File: src/rtl/adc_sched_pkg.sv
// Shared constants and carrier types for the conversion scheduler
package adc_sched_pkg;

    // Clock and timing figures, each in its own unit
    localparam int CLK_PERIOD_NS = 20;
    localparam int AUTOCYCLE_PERIOD_US = 50;
    localparam int TEMP_PERIOD_MS = 5;
    localparam int RESET_PULSE_MAX_NS = 100;

    // Cycle counts derived from the figures above
    localparam int AUTOCYCLE_CYC = (AUTOCYCLE_PERIOD_US * 1000) / CLK_PERIOD_NS;
    localparam int TEMP_PERIOD_CYC = (TEMP_PERIOD_MS * 1000000) / CLK_PERIOD_NS;
    localparam int RESET_PULSE_MAX_CYC = RESET_PULSE_MAX_NS / CLK_PERIOD_NS;

    // Widths of the result codes and counters
    localparam int CODE_W = 12;
    localparam int CHAN_W = 3;
    localparam int NUM_CHAN = 8;
    localparam int TEMP_CNT_W = 24;

    // Command word field positions (MSB first on the wire)
    localparam int CMD_CHAN_MSB = 15;
    localparam int CMD_CHAN_LSB = 8;
    localparam int CMD_TEMP_EN_POS = 7;
    localparam int CMD_EXTERNAL_REFERENCE_SELECT_POS = 5;
    localparam int CMD_AUTOCYCLE_POS = 1;

    // Command register reset value: every bit clear
    localparam logic [15:0] CMD_RESET = 16'h0000;

    // Command register layout, bit 15 down to bit 0
    typedef struct packed {
        logic [7:0] channel_mask;
        logic temperature_channel_enable;
        logic spare6;
        logic external_reference_select;
        logic [2:0] spare4_2;
        logic autocycle_mode;
        logic spare0;
    } command_type;

    // Voltage result: channel tag and unsigned straight-binary code
    typedef struct packed {
        logic [CHAN_W-1:0] channel;
        logic [CODE_W-1:0] code;
    } voltage_result_type;

endpackage

File: src/rtl/adc_temp_conversion_scheduler.sv
// Power sequencing, conversion scheduling and temperature averaging
`timescale 1ns/1ns

// Contract
// - Start in partial power-down and stay there whenever not converting.
// - Power up fully before each conversion, drop back when it finishes.
// - In command mode the write-address phase or read start triggers wake and conversion.
// - In autocycle mode convert once every 50 us without host action.
// - Serial reads and writes are accepted even in partial power-down.
// - Voltage results are unsigned binary, temperature results two's complement.
// - Codes are 12 bits, one count per reference/4096.
// - Integration done automatically requests a temperature conversion.
// - In command mode a running voltage conversion finishes before temperature starts.
// - With no voltage conversions, temperature converts every 5 ms.
// - In autocycle a pending temperature slots into the sequence, at once if idle.
// - Latest temperature conversion is held in its own result register.
// - Temperature channel and averaging run only while the enable bit is set.
// - Average becomes seven eighths old average plus one eighth new result.
// - First result after enabling is stored raw, without averaging.
// - Temperature is 12-bit two's complement, 0.25 degrees per count.
// - Temperature code spans -512 to +511.75 degrees.
// - Internal reference after reset; command bit selects external reference.
// - Short low pulse on powerdown_reset_n resets all registers including command.
// - Holding powerdown_reset_n low beyond 100 ns enters full power-down.
// - Command register is all zero after power-up or reset.
module adc_temp_conversion_scheduler #(
    parameter int TEMP_PERIOD_CYC = adc_sched_pkg::TEMP_PERIOD_CYC
) (
    input wire logic i_clk_sys,
    input wire logic i_nrst,
    input wire logic i_powerdown_reset_n,
    input wire logic i_cmd_write,
    input wire adc_sched_pkg::command_type i_cmd_data,
    input wire logic i_write_address,
    input wire logic i_read_start,
    input wire logic i_integration_done,
    input wire logic i_conv_done,
    input wire logic [11:0] i_conv_code,
    output logic o_power_full,
    output logic o_full_powerdown,
    output logic o_conv_start,
    output logic o_conv_temp,
    output logic [2:0] o_conv_channel,
    output logic o_ref_external,
    output adc_sched_pkg::voltage_result_type o_voltage_result,
    output logic [11:0] o_temp_result,
    output logic [11:0] o_temp_average,
    output logic o_temp_valid
);

    typedef enum logic [1:0] {st_sleep, st_wake, st_convert} state_type;

    state_type state;
    state_type next_state;
    adc_sched_pkg::command_type cmd;
    logic pd_sync1, pd_sync2, pd_prev;
    logic [3:0] pd_low_cnt;
    logic integ_sync1, integ_sync2, integ_prev;
    logic [11:0] auto_cnt;
    logic [adc_sched_pkg::TEMP_CNT_W-1:0] temp_cnt;
    logic volt_pending, temp_pending;
    logic conv_is_temp;
    logic [2:0] cur_channel;
    logic [2:0] next_channel;
    logic next_channel_ok;

    // Pin qualification: a short low pulse resets, a long one powers down
    wire soft_clear = pd_sync2 && !pd_prev &&
        (pd_low_cnt <= 4'(adc_sched_pkg::RESET_PULSE_MAX_CYC));
    wire long_low = pd_low_cnt > 4'(adc_sched_pkg::RESET_PULSE_MAX_CYC);
    wire integ_edge = integ_sync2 && !integ_prev;
    wire temp_on = cmd.temperature_channel_enable;
    wire autocycle = cmd.autocycle_mode;

    // Timer ticks and request sources
    wire auto_tick = autocycle && (auto_cnt == 12'(adc_sched_pkg::AUTOCYCLE_CYC - 1));
    wire temp_tick = temp_on &&
        (temp_cnt == adc_sched_pkg::TEMP_CNT_W'(TEMP_PERIOD_CYC - 1));
    wire host_trigger = !autocycle && (i_write_address || i_read_start);
    wire volt_req = (host_trigger || auto_tick) && (cmd.channel_mask != 8'h00);
    wire temp_req = temp_on && (integ_edge || temp_tick);

    // Arbitration when asleep: command mode serves the host first,
    // autocycle slots a waiting temperature conversion before the next channel
    wire pick_temp = temp_pending && (autocycle || !volt_pending);
    wire pick_volt = volt_pending && !pick_temp;
    wire sleep_go = (state == st_sleep) && !long_low && (pick_temp || pick_volt);
    wire conv_end = (state == st_convert) && i_conv_done;
    wire temp_end = conv_end && conv_is_temp;
    wire volt_start = sleep_go && pick_volt;

    // Averaging in 15-bit signed arithmetic so 7x the code cannot overflow
    wire logic signed [14:0] avg_prev_x = {{3{o_temp_average[11]}}, o_temp_average};
    wire logic signed [14:0] new_x = {{3{i_conv_code[11]}}, i_conv_code};
    wire logic signed [14:0] avg_sum = 15'(avg_prev_x * 15'sd7) + new_x;
    wire logic [11:0] avg_calc = o_temp_valid ? avg_sum[14:3] : i_conv_code;

    // Next enabled channel after the current one, wrapping round
    always_comb begin
        next_channel = cur_channel;
        next_channel_ok = 1'b0;
        for (int k = 7; k >= 1; k--) begin
            if (cmd.channel_mask[3'(cur_channel + 3'(k))]) begin
                next_channel = 3'(cur_channel + 3'(k));
                next_channel_ok = 1'b1;
            end
        end
        if (!next_channel_ok && cmd.channel_mask[cur_channel]) begin
            next_channel_ok = 1'b1;
        end
    end

    // Power state sequence: sleep is partial power-down
    always_comb begin
        next_state = state;
        case (state)
            st_sleep: begin
                if (sleep_go) begin
                    next_state = st_wake;
                end
            end
            st_wake: begin
                next_state = st_convert;
            end
            st_convert: begin
                if (i_conv_done) begin
                    next_state = st_sleep;
                end
            end
            default: begin
                next_state = st_sleep;
            end
        endcase
        // A long low on the pin abandons any conversion so the core powers down at once
        if (long_low) begin
            next_state = st_sleep;
        end
    end

    // Two-flop synchronisers for the reset pin and integration flag
    always_ff @(posedge i_clk_sys or negedge i_nrst) begin
        if (!i_nrst) begin
            pd_sync1 <= 1'b1;
            pd_sync2 <= 1'b1;
            pd_prev <= 1'b1;
            integ_sync1 <= 1'b0;
            integ_sync2 <= 1'b0;
            integ_prev <= 1'b0;
        end else begin
            pd_sync1 <= i_powerdown_reset_n;
            pd_sync2 <= pd_sync1;
            pd_prev <= pd_sync2;
            integ_sync1 <= i_integration_done;
            integ_sync2 <= integ_sync1;
            integ_prev <= integ_sync2;
        end
    end

    // Low-time meter; saturates so a long hold keeps power-down asserted
    always_ff @(posedge i_clk_sys or negedge i_nrst) begin
        if (!i_nrst) begin
            pd_low_cnt <= 4'h0;
            o_full_powerdown <= 1'b0;
        end else begin
            if (pd_sync2) begin
                pd_low_cnt <= 4'h0;
            end else if (pd_low_cnt != 4'hf) begin
                pd_low_cnt <= pd_low_cnt + 4'h1;
            end
            o_full_powerdown <= long_low && !pd_sync2;
        end
    end

    // Command register: cleared by either reset path
    always_ff @(posedge i_clk_sys or negedge i_nrst) begin
        if (!i_nrst) begin
            cmd <= adc_sched_pkg::CMD_RESET;
            o_ref_external <= 1'b0;
        end else if (soft_clear) begin
            cmd <= adc_sched_pkg::CMD_RESET;
            o_ref_external <= 1'b0;
        end else begin
            if (i_cmd_write) begin
                cmd <= i_cmd_data;
            end
            o_ref_external <= cmd.external_reference_select;
        end
    end

    // Period counters; the temperature one restarts on every voltage start
    always_ff @(posedge i_clk_sys or negedge i_nrst) begin
        if (!i_nrst) begin
            auto_cnt <= 12'h000;
            temp_cnt <= '0;
        end else if (soft_clear || long_low) begin
            auto_cnt <= 12'h000;
            temp_cnt <= '0;
        end else begin
            auto_cnt <= (!autocycle || auto_tick) ? 12'h000 : auto_cnt + 12'h001;
            temp_cnt <= (!temp_on || temp_tick || volt_start) ? '0 : temp_cnt + 1'b1;
        end
    end

    // Pending requests; a new request in the clearing cycle wins
    always_ff @(posedge i_clk_sys or negedge i_nrst) begin
        if (!i_nrst) begin
            volt_pending <= 1'b0;
            temp_pending <= 1'b0;
        end else if (soft_clear || long_low) begin
            volt_pending <= 1'b0;
            temp_pending <= 1'b0;
        end else begin
            volt_pending <= volt_req || (volt_pending && !volt_start && cmd.channel_mask != 8'h00);
            temp_pending <= temp_req ||
                (temp_pending && temp_on && !(sleep_go && pick_temp));
        end
    end

    // Sequencer and converter handshake; all outputs registered
    always_ff @(posedge i_clk_sys or negedge i_nrst) begin
        if (!i_nrst) begin
            state <= st_sleep;
            o_power_full <= 1'b0;
            o_conv_start <= 1'b0;
            o_conv_temp <= 1'b0;
            o_conv_channel <= 3'h0;
            conv_is_temp <= 1'b0;
            cur_channel <= 3'h7;
        end else if (soft_clear) begin
            state <= st_sleep;
            o_power_full <= 1'b0;
            o_conv_start <= 1'b0;
            o_conv_temp <= 1'b0;
            o_conv_channel <= 3'h0;
            conv_is_temp <= 1'b0;
            cur_channel <= 3'h7;
        end else begin
            state <= next_state;
            o_power_full <= (next_state != st_sleep);
            o_conv_start <= (state == st_wake) && (next_state == st_convert);
            if (sleep_go) begin
                conv_is_temp <= pick_temp;
                o_conv_temp <= pick_temp;
                if (pick_volt) begin
                    cur_channel <= next_channel;
                    o_conv_channel <= next_channel;
                end
            end
        end
    end

    // Result registers; conversions in flight when a reset hits are dropped
    always_ff @(posedge i_clk_sys or negedge i_nrst) begin
        if (!i_nrst) begin
            o_voltage_result <= '0;
            o_temp_result <= 12'h000;
            o_temp_average <= 12'h000;
            o_temp_valid <= 1'b0;
        end else if (soft_clear) begin
            o_voltage_result <= '0;
            o_temp_result <= 12'h000;
            o_temp_average <= 12'h000;
            o_temp_valid <= 1'b0;
        end else begin
            if (conv_end && !conv_is_temp) begin
                o_voltage_result <= '{channel: o_conv_channel,
                    code: i_conv_code};
            end
            if (!temp_on) begin
                o_temp_valid <= 1'b0;
            end else if (temp_end) begin
                o_temp_result <= i_conv_code;
                o_temp_average <= avg_calc;
                o_temp_valid <= 1'b1;
            end
        end
    end

    // Checks on sequencing, timing and result arithmetic
    sleep_idle_a: assert property (@(posedge i_clk_sys) disable iff (!i_nrst)
        (state == st_sleep && !sleep_go) |=> !o_power_full)
        else $error("awake while idle");
    start_powered_a: assert property (@(posedge i_clk_sys) disable iff (!i_nrst)
        o_conv_start |-> o_power_full ##1 (o_power_full && !o_conv_start))
        else $error("conversion started without full power");
    done_drop_a: assert property (@(posedge i_clk_sys) disable iff (!i_nrst)
        (conv_end && !soft_clear) |=> !o_power_full)
        else $error("power held after conversion");
    host_wake_a: assert property (@(posedge i_clk_sys) disable iff (!i_nrst)
        (host_trigger && cmd.channel_mask != 8'h00 && state == st_sleep && !temp_pending
         && !long_low && !soft_clear && !i_cmd_write && !pd_sync2 == 1'b0)
        |-> ##3 (o_conv_start && !o_conv_temp))
        else $error("host trigger did not start a conversion");
    auto_period_a: assert property (@(posedge i_clk_sys) disable iff (!i_nrst)
        (auto_tick && cmd.channel_mask != 8'h00 && !soft_clear && !long_low) |=> volt_pending)
        else $error("autocycle tick lost");
    temp_store_a: assert property (@(posedge i_clk_sys) disable iff (!i_nrst)
        (temp_end && temp_on && !soft_clear) |=> (o_temp_result == $past(i_conv_code)))
        else $error("temperature result not stored");
    avg_math_a: assert property (@(posedge i_clk_sys) disable iff (!i_nrst)
        (temp_end && temp_on && o_temp_valid && !soft_clear)
        |=> (o_temp_average == $past(avg_sum[14:3])))
        else $error("average update wrong");
    first_raw_a: assert property (@(posedge i_clk_sys) disable iff (!i_nrst)
        (temp_end && temp_on && !o_temp_valid && !soft_clear)
        |=> (o_temp_average == o_temp_result) && o_temp_valid)
        else $error("first temperature result averaged");
    temp_gate_a: assert property (@(posedge i_clk_sys) disable iff (!i_nrst)
        !temp_on |=> !temp_pending)
        else $error("temperature pending while disabled");
    ref_follow_a: assert property (@(posedge i_clk_sys) disable iff (!i_nrst)
        (i_cmd_write && !soft_clear) |-> ##2
        (o_ref_external == $past(i_cmd_data.external_reference_select, 2)))
        else $error("reference select not applied");
    short_reset_a: assert property (@(posedge i_clk_sys) disable iff (!i_nrst)
        soft_clear |=> (cmd == adc_sched_pkg::CMD_RESET) && !o_temp_valid)
        else $error("short pulse did not reset");
    long_pd_a: assert property (@(posedge i_clk_sys) disable iff (!i_nrst)
        (long_low && !pd_sync2) |=> (o_full_powerdown && state == st_sleep))
        else $error("long pulse did not power down");

    temp_conv_c: cover property (@(posedge i_clk_sys) disable iff (!i_nrst) temp_end && o_temp_valid);
    auto_conv_c: cover property (@(posedge i_clk_sys) disable iff (!i_nrst) autocycle && volt_start);
    soft_reset_c: cover property (@(posedge i_clk_sys) disable iff (!i_nrst) soft_clear);
    full_pd_c: cover property (@(posedge i_clk_sys) disable iff (!i_nrst) o_full_powerdown);

endmodule

File: config.mk
export PLATFORM = sky130hd
export DESIGN_NAME = adc_temp_conversion_scheduler
export DESIGN_NICKNAME = d
export VERILOG_FILES = /design/src/rtl/adc_sched_pkg.sv /design/src/rtl/adc_temp_conversion_scheduler.sv
export SDC_FILE = /design/constraint.sdc
export NUM_CORES = 1
export LEC_CHECK = 0
export BUFFER_PORTS_ARGS = -buffer_cell sky130_fd_sc_hd__buf_2
export CELL_PAD_IN_SITES_DETAIL_PLACEMENT = 0
export CELL_PAD_IN_SITES_GLOBAL_PLACEMENT = 1
export CORE_UTILIZATION = 40
export CTS_CLUSTER_SIZE = 30
export DETAILED_ROUTE_END_ITERATION = 6
export GPL_TIMING_DRIVEN = 0
export HOLD_SLACK_MARGIN = 0.1
export PLACE_DENSITY_LB_ADDON = 0.1
export REMOVE_ABC_BUFFERS = 1
export SETUP_SLACK_MARGIN = 0.2
export SKIP_LAST_GASP = 1
export SYNTH_ARGS = -nofsm -noshare
export SYNTH_HDL_FRONTEND = slang
export SYNTH_SLANG_ARGS = --single-unit
export TNS_END_PERCENT = 10
File: constraint.sdc
create_clock -name i_clk_sys -period 3.8 [get_ports i_clk_sys]
set_input_delay 1.14 -clock i_clk_sys [delete_from_list [all_inputs] [get_ports i_clk_sys]]
set_output_delay 1.14 -clock i_clk_sys [all_outputs]
set_load 0.01 [all_outputs]
Word level (Yosys, flattened, before mapping). Index checks and enable logic that the tools add are counted.

Register bits: 112. Bits in latches: 0. RAM bits: 0. Bits in read-only memories: 0. Input port bits: 36. Output and inout port bits: 48. Word-level logic and storage cells: 170. Memories: 0.

Add/sub/neg operators: 11. Multiply operators: 1. Div/mod/pow operators: 0. Magnitude comparators: 9. Equal/unequal tests: 7. Shift operators: 0. Muxes and demuxes: 57. Bitwise gates (word level): 0. Reductions and logical operators: 57.

Operators by type and width (number): 12-bit two-way mux (9); 24-bit two-way mux (2); 3-bit two-way mux (11); 16-bit two-way mux (2); 15-bit two-way mux (2); 3-bit by 4-bit < comparator with 1-bit output, second input constant (7); 24-bit by 1-bit adder with 24-bit output, second input constant (1); 24-bit by 18-bit == test with 1-bit output, second input constant (1); 1-bit logical AND (23); 1-bit binary-select mux with 3-bit select (7); 1-bit two-way mux (17); 2-bit nonzero test (8); 15-bit by 12-bit adder with 15-bit output (1); 12-bit by 4-bit multiplier with 15-bit output, second input constant (1); 12-bit by 1-bit adder with 12-bit output, second input constant (1); 3-bit adder, second input constant (4); 12-bit == test, second input constant (1); 1-bit zero test (11); 1-bit logical OR (11); 2-bit two-way mux (4); 4-bit two-way mux (2); 8-bit nonzero test (1); 3-bit by 2-bit adder with 3-bit output, second input constant (2); 2-bit one-hot mux with 3 select lines (1); other kinds (10) (12).

Longest topological paths before layout. Gate-level depths: netlist of run 1.

Depth after elaboration: 13. Mapped depth: 13. Depth with buffers taken out: 13.

Worst setup path before layout of run 1. OpenSTA, ideal clock, no wires.

Kind: register -> register. Start point: register o_temp_average[2]. End point: register o_temp_average[9]. Setup time: 0.136 ns. Arrival time: 3.459 ns. Required time: 3.664 ns. Slack: 0.204 ns. Cell stages (with the launch flop): 13. Buffers on the path: 0. Clock period less this slack: 3.596 ns. Cell sequence: dfrtp_1 > ha_1 > fa_1 > inv_1 > fa_1 > inv_1 > ha_1 > o21ai_0 > a221oi_2 > and2_1 > o21ai_0 > nand4_1 > or3b_2.

Word-level cells in the longest chain between the ends: 6.

RTL lines: from (decl) (line adc_temp_conversion_scheduler.sv:47) `output logic [11:0] o_temp_average,`; from (signal assigned) (line adc_temp_conversion_scheduler.sv:273) `o_temp_average <= avg_calc;`; 12-bit by 4-bit multiplier with 15-bit output (line adc_temp_conversion_scheduler.sv:95) `wire logic signed [14:0] avg_sum = 15'(avg_prev_x * 15'sd7) + new_x;`; 15-bit by 12-bit adder with 15-bit output (line adc_temp_conversion_scheduler.sv:95); 12-bit two-way mux (line adc_temp_conversion_scheduler.sv:96) `wire logic [11:0] avg_calc = o_temp_valid ? avg_sum[14:3] : i_conv_code;`; 12-bit two-way mux (line adc_temp_conversion_scheduler.sv:271) `end else if (temp_end) begin`; 12-bit two-way mux (line adc_temp_conversion_scheduler.sv:269) `if (!temp_on) begin`; 12-bit two-way mux (line adc_temp_conversion_scheduler.sv:259) `end else if (soft_clear) begin`.

Every way passes these cells. The select of a mux whose other input is x is not followed. A chain may end at the register's enable or synchronous reset.

Final worst setup path of run 1. Same ends and word-level chain as after synthesis.

==> run metrics, run 1 <==
multi-input logic area=about 4000 sq um; mapped cell area=about 7200 sq um; share of cells above drive strength 1=19.3%; Die ar.=between 15000 and 20000 sq um; synth cell count leaders=dfrtp_1, nand2_1, nor2_1; ANT cells=0; Post-synth EDFFs=0; final core occ=about 47%; first-pass GRT wire length=approximately 28 mm; synthesized area per cell=roughly 9.4 sq um; total number of vias=about 5.7k; FF-to-FF Start=o_temp_average[2]; dpl ws=-0.123 ns; Setup crit end=o_temp_average[9]; 1st-pass router iterations=4; setup_tns=0 ns; Final Wtd Congestion=a little over 0.8; register area share after synthesis=roughly two fifths; unrepaired setup endpoints after global routing=yes; crit path capture type=flip-flop; cells after synthesis=roughly 760; Max Transition Viols Final=0; Netlist cell types=65; worst vdd ir=~0.00023 V; Total Routing Usage GR=between 10% and 20%; Yosys reg bits=roughly 110; fraction of power spent switching nets=37.5%; Die Wd=between 100 and 150 um; top-area cell type share of the netlist area=between 30% and 40%; total grt overflow=0; 1st-iter DRT viols=268; Comb power frac=a little over a third; P_int=2.41 mW; Crit path required time=4.10 ns; wire length per cell=between 15 and 20 um; Final HPWL DP=11.9 mm; WS Path Type=flip-flop to flip-flop; fmax=~290 MHz; count leader, synth=dfrtp_1; design area=approximately 8000 sq um; final period utilization=between 90 and 100%; initial antenna violation count=0; Power per Cell Area=468 nW/um^2; P_sw=1.44 mW; Starting Density=41.2%; H-tree levels=3; slew margin rel.=around 14%; CP startpoint=o_temp_average[2]; clk buf depth=2; status=finished clean; Reg2Reg Capture Point=o_temp_average[9]; Least-Margin Pin Slew=between 1 and 1.5 ns; ANT nets after route=0; number of global-route vias before repair=~5.6k; endpoints failing setup=0; R2R cell count=13; Hold Crit Class=flip-flop to flip-flop; clock sinks=between 100 and 150; LEAKAGE=between 3 and 4 nW; crit-path max FO=5; Max Cap Violations=0; DRC viols=0; PnR worst setup slack=between 0.3 and 0.4 ns; R2R Setup Slk=a little over 0.3 ns; CTS tree=done; Flop pwr share=around two fifths; biggest area consumer among synthesized cells=dfrtp_1; startpoint types=flip-flop; die height=~140 um; Root Driver=clkbuf_16; WL final=about 17 mm; Ports=84; Via density=around 5.3; fill count=about 1.7k; Clock power frac=24.6%; placed cell areas=roughly 7800 sq um; Final min period=between 3 and 4 ns; largest net degree at the start of global routing=80; prevailing post-synth register cell=dfrtp_1; Async SR Flop Fraction=100%; Area Overhead vs Synth=15.0%; row count=48; Final Skew=roughly 0.0078 ns; port buffer count=78; Clock Pin Slew Worst Setup and Hold Paths=approximately 0.080 ns; Worst-Skew Late Latency=roughly 0.36 ns; nets=920; largest cells by area after synthesis=dfrtp_1, ha_1, fa_1, nand2_1, nor2_1; Hold Vio Cnt, Final=0; Seq. cell area=~2800 sq um; Arr. time, crit path=between 3 and 4 ns; CTS Buf Count=9; core area=17400 sq um; Synth Warn #=0
-- flip-flops by register name, summed over array words and instances, names as in the netlist, 2 cells and up --
signal            count
auto_cnt             12
cmd                   9
cur_channel           3
o_conv_channel        3
o_temp_average       12
o_temp_result        12
o_voltage_result     15
pd_low_cnt            4
state                 2
temp_cnt             24
-- cells by family (layout without fill, tap and decap cells) --
logic type	count (synthesis)	count (layout)	share of synthesized area [%]
AND/OR/NAND/NOR	273	273	17.6
AO/OA/AOI/OAI	129	129	11.6
flip-flops	112	112	39.3
buffers and inverters	96	169	5.53
adder cells (fa/ha/maj)	55	55	11.5
XOR/XNOR	51	51	6.24
multiplexers	45	45	8.25
-- power groups by stage --
stage	Combinational (mW)	Clock (mW)	Sequential, mW
after floorplan	0.981	0	1.52
after global placement	1.35	0	1.52
after detailed placement	1.38	0	1.53
after CTS	1.40	0.985	1.50
after global routing	1.56	1.03	1.53
final	1.39	0.948	1.51
-- per-stage QoR --
step | power, mW | cells | hold WS [ns]
after global routing | 4.11 | 1059 | 0.370
after floorplan | 2.50 | 732 | 0.331
final | 3.85 | 1059 | 0.359
after global placement | 2.87 | 1035 | 0.338
after CTS | 3.89 | 1056 | 0.362
after detailed placement | 2.90 | 1037 | 0.343
-- timing repair --
action / in CTS / in global routing
gates resized for setup: 11 / 19
hold buffers: 0 / 0
endpoints found under the setup margin: 6 / 9
setup buffers: 3 / 3
pin swaps: 3 / 9
-- placed cells by master (no fill, tap or decap), types with 5 or more instances in the layout --
| master | n |
|---|---|
| a211oi_1 | 7 |
| dfstp_2 | 6 |
| or3_1 | 6 |
| nor2_1 | 85 |
| nor4_1 | 7 |
| nand2b_1 | 6 |
| and3_1 | 8 |
| nand4_1 | 7 |
| mux2i_1 | 29 |
| fa_1 | 18 |
| ha_4 | 6 |
| a31oi_1 | 7 |
| inv_1 | 67 |
| nand3_1 | 28 |
| buf_4 | 6 |
| nor3_1 | 9 |
| clkbuf_16 | 9 |
| buf_2 | 77 |
| mux4_2 | 5 |
| nand2_1 | 86 |
| and2_1 | 10 |
| mux2_2 | 5 |
| or2_2 | 5 |
| xnor2_1 | 28 |
| dfrtp_1 | 97 |
| o21ai_0 | 16 |
| xor2_1 | 23 |
| a21oi_1 | 49 |
| dfrtp_2 | 9 |
| ha_1 | 30 |
-- critical path, cell delays in order (launching register included) --
cell and delay [ns]:
dfrtp_2 0.47, ha_1 0.33, xor2_1 0.17, ha_1 0.27, inv_1 0.05, fa_1 0.50
inv_1 0.06, ha_4 0.28, o21ai_2 0.06, a221oi_2 0.34, and2_4 0.23, o21ai_1 0.08
a2111oi_1 0.41, or3b_2 0.18
-- worst min-delay path by stage --
stage / startpoint / endpoint / slack [ns] / depth (start not counted)
floorplan: integ_sync1 / integ_sync2 / 0.33 / 0
global placement: integ_sync1 / integ_sync2 / 0.34 / 0
detailed placement: integ_sync1 / integ_sync2 / 0.34 / 0
CTS: pd_sync1 / pd_sync2 / 0.36 / 0
global route: pd_sync1 / pd_sync2 / 0.37 / 0
finish: pd_sync1 / pd_sync2 / 0.36 / 0
-- area by class of cell --
type | instances | area share (%)
multi-input cells | 553 | 49.7
flip-flops and latches | 112 | 34.3
repair buffers | 86 | 6.04
well taps | 225 | 3.42
inverters | 67 | 3.06
clock buffers | 9 | 2.74
clock inverters | 7 | 0.761
-- layer usage --
metal	vias up	share of wire, %	GRT usage [%]
li1	2754	-	-
met2	101	48	32.7
met5	-	0	0
met3	18	3.5	2.62
met4	0	1.4	6.05
met1	2787	47	26.2
No activity file was read; power rests on OpenSTA's default activity.
==> run 2: changes to the inputs <==
--- a/config.mk
+++ b/config.mk
@@ -6,8 +6,6 @@
 export NUM_CORES = 1
 export LEC_CHECK = 0
 export BUFFER_PORTS_ARGS = -buffer_cell sky130_fd_sc_hd__buf_2
-export CELL_PAD_IN_SITES_DETAIL_PLACEMENT = 0
-export CELL_PAD_IN_SITES_GLOBAL_PLACEMENT = 1
 export CORE_UTILIZATION = 40
 export CTS_CLUSTER_SIZE = 30
 export DETAILED_ROUTE_END_ITERATION = 6
==> run metrics, run 2 (synthesized netlist as in run 1, its figures left out) <==
status=finished clean; fraction of power spent switching nets=between 30 and 40%; Worst-Skew Late Latency=0.36 ns; hold depth=0; crit path capture type=flip-flop; clk buf depth=2; P_sw=1.43 mW; placed cell areas=~7700 sq um; first-pass GRT wire length=27.6 mm; 1st-pass router iterations=5; Starting Density=between 40% and 50%; CTS Buf Count=9; largest registers=temp_cnt (24), o_voltage_result (15); endpoints failing setup=0; startpoint types=flip-flop; LEAKAGE=about 3.9 nW; 1st-iter DRT viols=252; total number of vias=about 5.7k; Flop pwr share=around two fifths; nets=921; largest net degree at the start of global routing=74; Final Skew=between 0.01 and 0.015 ns; Total Routing Usage GR=a little under a fifth; R2R cell count=12; multi-input logic area=about 4100 sq um; Die ar.=18400 sq um; crit-path max FO=6; DRC viols=0; ANT nets after route=0; Max Cap Violations=0; design area=slightly above 8000 sq um; Via density=around 5.3; Clock Pin Slew Worst Setup and Hold Paths=roughly 0.08 ns; share of cells above drive strength 1=about a fifth; total grt overflow=0; Seq. cell area=~2800 sq um; grt met2 use=around a third; slew margin rel.=between 10% and 20%; Comb power frac=a little over a third; Top reg by flops=temp_cnt; Max Transition Viols Final=0; final period utilization=92.2%; Hold-fix buffers, CTS=0; P_int=roughly 2.5 mW; row count=48; start point of the worst hold path=integ_sync1; worst vdd ir=between 0.0002 and 0.00025 V; routing usage on met3=under 10%; commonest non-fill, non-tap cell in the layout=dfrtp_1; fmax=about 290 MHz; H-tree levels=3; Hold Crit Class=flip-flop to flip-flop; unrepaired setup endpoints after global routing=yes; Clock power frac=about a quarter; Power per Cell Area=~470 nW/um^2; clock sinks=112; Final min period=approximately 3.5 ns; Arr. time, crit path=about 3.7 ns; FF-to-FF Start=o_temp_average[4]; die height=136 um; Crit path required time=around 4 ns; fill count=roughly 1.6k; PnR worst setup slack=just under 0.3 ns; most frequent cells in the layout=dfrtp_1, nand2_1, nor2_1; Hold Vio Cnt, Final=0; number of global-route vias before repair=between 5k and 6k; R2R Setup Slk=0.30 ns; CTS tree=done; Least-Margin Pin Slew=about 1.2 ns; Final HPWL DP=11.9 mm; Die Wd=around 140 um; WL final=approximately 17 mm; Reg2Reg Capture Point=o_temp_average[9]; core area=between 15000 and 20000 sq um; Largest register FFs=24; wire length per cell=between 15 and 20 um; dpl ws=-0.128 ns; Ports=84; Min-Delay Endpoint=integ_sync2; Area Overhead vs Synth=15.3%; Final Wtd Congestion=around 0.82; met1 Resource Use GR=about 25%; WS Path Type=flip-flop to flip-flop; initial antenna violation count=1; port buffer count=about 80; Root Driver=clkbuf_16; busiest layer in global routing=met2
-- run 2: power by group through the flow --
stage / sequential, mW / clock, mW / combinational [mW]
global route: 1.53 / 1.09 / 1.54
finish: 1.51 / 1.02 / 1.39
CTS: 1.50 / 1.05 / 1.38
detailed placement: 1.53 / 0 / 1.37
floorplan: 1.52 / 0 / 0.981
global placement: 1.52 / 0 / 1.34
-- run 2: worst max-delay path by stage --
stage                            startpoint                 end  slack (ns)  cells after the start
after global routing      o_temp_average[4]   o_temp_average[6]        0.15                     13
after CTS                 o_temp_average[2]  o_temp_average[11]        0.18                     12
after global placement        pd_low_cnt[0]   o_temp_average[9]       -1.14                      7
final                     o_temp_average[4]   o_temp_average[9]        0.30                     12
after detailed placement     i_conv_code[3]  o_temp_average[11]       -0.13                     11
after floorplan           o_temp_average[4]   o_temp_average[9]        0.17                     12
-- run 2: layout make-up --
class / instances / area share, %
multi-input combinational: 553 / 49.5
sequential: 112 / 34.2
timing repair buffer: 87 / 6.02
tap: 225 / 3.41
inverter: 67 / 3.05
clock buffer: 10 / 2.90
clock inverter: 6 / 0.910
antenna: 1 / 0.0303
-- run 2: worst max-delay path, cell delays in order, from the launching register on --
cell and delay (ns):
dfrtp_2 0.47, ha_1 0.33, fa_1 0.51, inv_1 0.05
fa_1 0.50, inv_1 0.06, ha_4 0.26, a21o_1 0.17
a21oi_1 0.19, o21ai_2 0.13, o21ai_2 0.17, a2111oi_1 0.09
or3b_2 0.44
-- run 2: routing by layer --
layer	share of wire (%)	wire length (um)
met1	46	7710
met2	48	8090
met3	3.8	641
met4	1.5	256
met5	0	0
-- run 2: per-stage QoR --
step	cells	TNS (ns)	power, mW	hold WS (ns)	utilization (%)
final	1061	0	3.92	0.356	47.5
after CTS	1055	0	3.94	0.357	46.7
after global placement	1035	-28.36	2.85	0.343	44.3
after floorplan	732	0	2.50	0.331	-
after detailed placement	1037	-0.269	2.90	0.339	44.6
after global routing	1060	0	4.16	0.370	47.5
-- run 2: repair_timing --
item / 4_1_cts / 5_1_grt
resized for setup: 11 / 16
pin swaps: 3 / 7
buffers inserted: 2 / 5
endpoints found under the setup margin: 6 / 7
==> run 3: changes to the inputs <==
--- a/config.mk
+++ b/config.mk
@@ -6,6 +6,7 @@
 export NUM_CORES = 1
 export LEC_CHECK = 0
 export BUFFER_PORTS_ARGS = -buffer_cell sky130_fd_sc_hd__buf_2
+export CORE_MARGIN = 2
 export CORE_UTILIZATION = 40
 export CTS_CLUSTER_SIZE = 30
 export DETAILED_ROUTE_END_ITERATION = 6
@@ -13,7 +14,6 @@
 export HOLD_SLACK_MARGIN = 0.1
 export PLACE_DENSITY_LB_ADDON = 0.1
 export REMOVE_ABC_BUFFERS = 1
-export SETUP_SLACK_MARGIN = 0.2
 export SKIP_LAST_GASP = 1
 export SYNTH_ARGS = -nofsm -noshare
 export SYNTH_HDL_FRONTEND = slang
==> run metrics, run 3 (synthesized netlist as in run 1, its figures left out) <==
CTS tree=done; fmax=roughly 270 MHz; R2R cell count=12; 1st-iter DRT viols=~230; H-tree levels=3; P_int=2.46 mW; port buffer count=between 70 and 80; commonest non-fill, non-tap cell in the layout=dfrtp_1; clk buf depth=2; Starting Density=between 40 and 50%; Via density=about 5.3; start point of the worst hold path=integ_sync1; total grt overflow=0; Slowest cell on crit path=fa_1; Total Routing Usage GR=between 10% and 20%; R2R Setup Slk=between 0.1 and 0.15 ns; Crit path required time=a little over 4 ns; ANT cells=0; setup_tns=0 ns; CTS Buf Count=9; unrepaired setup endpoints after global routing=yes; share of cells above drive strength 1=roughly 17%; DRC viols=0; die height=roughly 140 um; Largest register FFs=24; slew margin rel.=~18%; Area Overhead vs Synth=13.1%; largest net degree at the start of global routing=between 70 and 80; row count=between 40 and 50; WL final=between 15 and 20 mm; Die ar.=19000 sq um; top cell family by delay on the critical path=adder cells; Final Wtd Congestion=approximately 0.89; Buf+Inv Stages, Crit Path=2; Min-Delay Endpoint=integ_sync2; Hold Crit Class=flip-flop to flip-flop; core area=~17000 sq um; Final HPWL DP=11.9 mm; P_sw=about 1.4 mW; fraction of power spent switching nets=a little under two fifths; final period utilization=between 90% and 100%; Worst-Skew Late Latency=between 0.3 and 0.4 ns; design area=8090 sq um; nets=between 900 and 1k; total design power=roughly 4 mW; Reg2Reg Capture Point=o_temp_average[11]; Max Transition Viols Final=0; Root Driver=clkbuf_16; wire length per cell=about 16 um; status=finished clean; placed cell areas=approximately 7700 sq um; FF-to-FF Start=o_temp_average[2]; Final Skew=around 0.011 ns; Least-Margin Pin Slew=between 1 and 1.5 ns; Hold Vio Cnt, Final=0; Flop pwr share=38.5%; WS Path Type=flip-flop to flip-flop; Comb power frac=a little over a third; initial antenna violation count=1; total number of vias=around 5.6k; Max Cap Violations=0; Clock Pin Slew Worst Setup and Hold Paths=approximately 0.08 ns; Power per Cell Area=a little under 500 nW/um^2; Arr. time, crit path=approximately 4 ns; Final min period=~3.7 ns; first-pass GRT wire length=roughly 27 mm; largest registers=temp_cnt (24), o_voltage_result (15); worst vdd ir=0.000281 V; Ports=84; hold depth=0; number of global-route vias before repair=between 5k and 6k; 1st-pass router iterations=4; endpoints failing setup=0; Top reg by flops=temp_cnt; startpoint types=flip-flop; Critical Path Max Stage Delay=~0.51 ns; most frequent cells in the layout=dfrtp_1, nand2_1, nor2_1; clock sinks=112; LEAKAGE=just under 4 nW; crit-path max FO=5; Clock power frac=between 20% and 30%; ANT nets after route=0; Die Wd=roughly 140 um; Hold-fix buffers, CTS=0; crit path capture type=flip-flop; sequence of cells on the critical path=ha_1, fa_1, inv_1, fa_1, inv_1, ha_1, o21ai_1, a221oi_2, and2_4, o211ai_1, o2111a_1, nor4_2
[run 3: changes by cell type in the layout (fill, tap and decap cells not counted), moves of 2 or more]
cell / delta
o21ai_2: -2
ha_1: +7
o21ai_1: +2
dfrtp_2: -3
buf_4: -6
ha_4: -6
dfrtp_1: +3
[run 3: final cells by class]
| type | instances | area [sq um] |
|---|---|---|
| fill | 1658 | 9320 |
| multi-input combinational | 553 | 3980 |
| sequential | 112 | 2820 |
| timing repair buffer | 81 | 452 |
| tap | 225 | 282 |
| inverter | 67 | 251 |
| clock buffer | 9 | 225 |
| clock inverter | 7 | 90.1 |
[run 3: timing repair]
action                                  CTS  global route
endpoints found under the setup margin    3             4
buffers inserted                          1             0
pin swaps                                 1             2
hold endpoints to repair                  0             0
resized for setup                         2            12
[run 3: worst max path at each step]
stage	startpoint	endpoint	slack [ns]	cells after the start
after floorplan	o_temp_average[4]	o_temp_average[9]	0.17	12
after global placement	pd_low_cnt[0]	o_temp_average[9]	-0.94	7
after detailed placement	i_conv_code[4]	o_temp_average[11]	-0.16	11
after CTS	o_temp_average[2]	o_temp_average[11]	-0.02	12
after global routing	o_temp_average[2]	o_temp_average[11]	-0.02	12
final	o_temp_average[2]	o_temp_average[11]	0.12	12
[run 3: power by group through the flow]
stage	clock network, mW	logic (mW)	registers, mW
2_1_floorplan	0	0.981	1.52
3_3_place_gp	0	1.33	1.52
3_5_place_dp	0	1.37	1.52
4_1_cts	1.05	1.38	1.50
5_1_grt	1.09	1.52	1.53
6_report	1.02	1.38	1.50
[run 3: through the flow]
stage,hold WS (ns),utilization (%),instances,worst slack [ns]
4_1_cts,0.364,46.4,1054,-0.0194
3_3_place_gp,0.339,44.1,1035,-0.939
5_1_grt,0.369,46.5,1054,-0.0186
3_5_place_dp,0.344,44.5,1037,-0.162
2_1_floorplan,0.331,-,732,0.170
6_report,0.363,46.5,1054,0.117
[run 3: layer usage]
layer / part of all wire [%] / vias up / global-route usage (%)
met2: 48 / 90 / 30.8
li1: - / 2735 / -
met3: 3.4 / 18 / 2.69
met4: 1.2 / 2 / 5.33
met5: 0.061 / - / 0
met1: 47 / 2726 / 24.0
[run 3: worst register-to-register path, delay by kind of cell, from the launching register on]
kind / cells / cell delay [ns]
adders and majority gates: 4 / 1.64
AOI/OAI and AO/OA: 4 / 0.91
DFF: 1 / 0.46
buffers and inverters: 2 / 0.09
and+or+nand+nor: 2 / 0.49
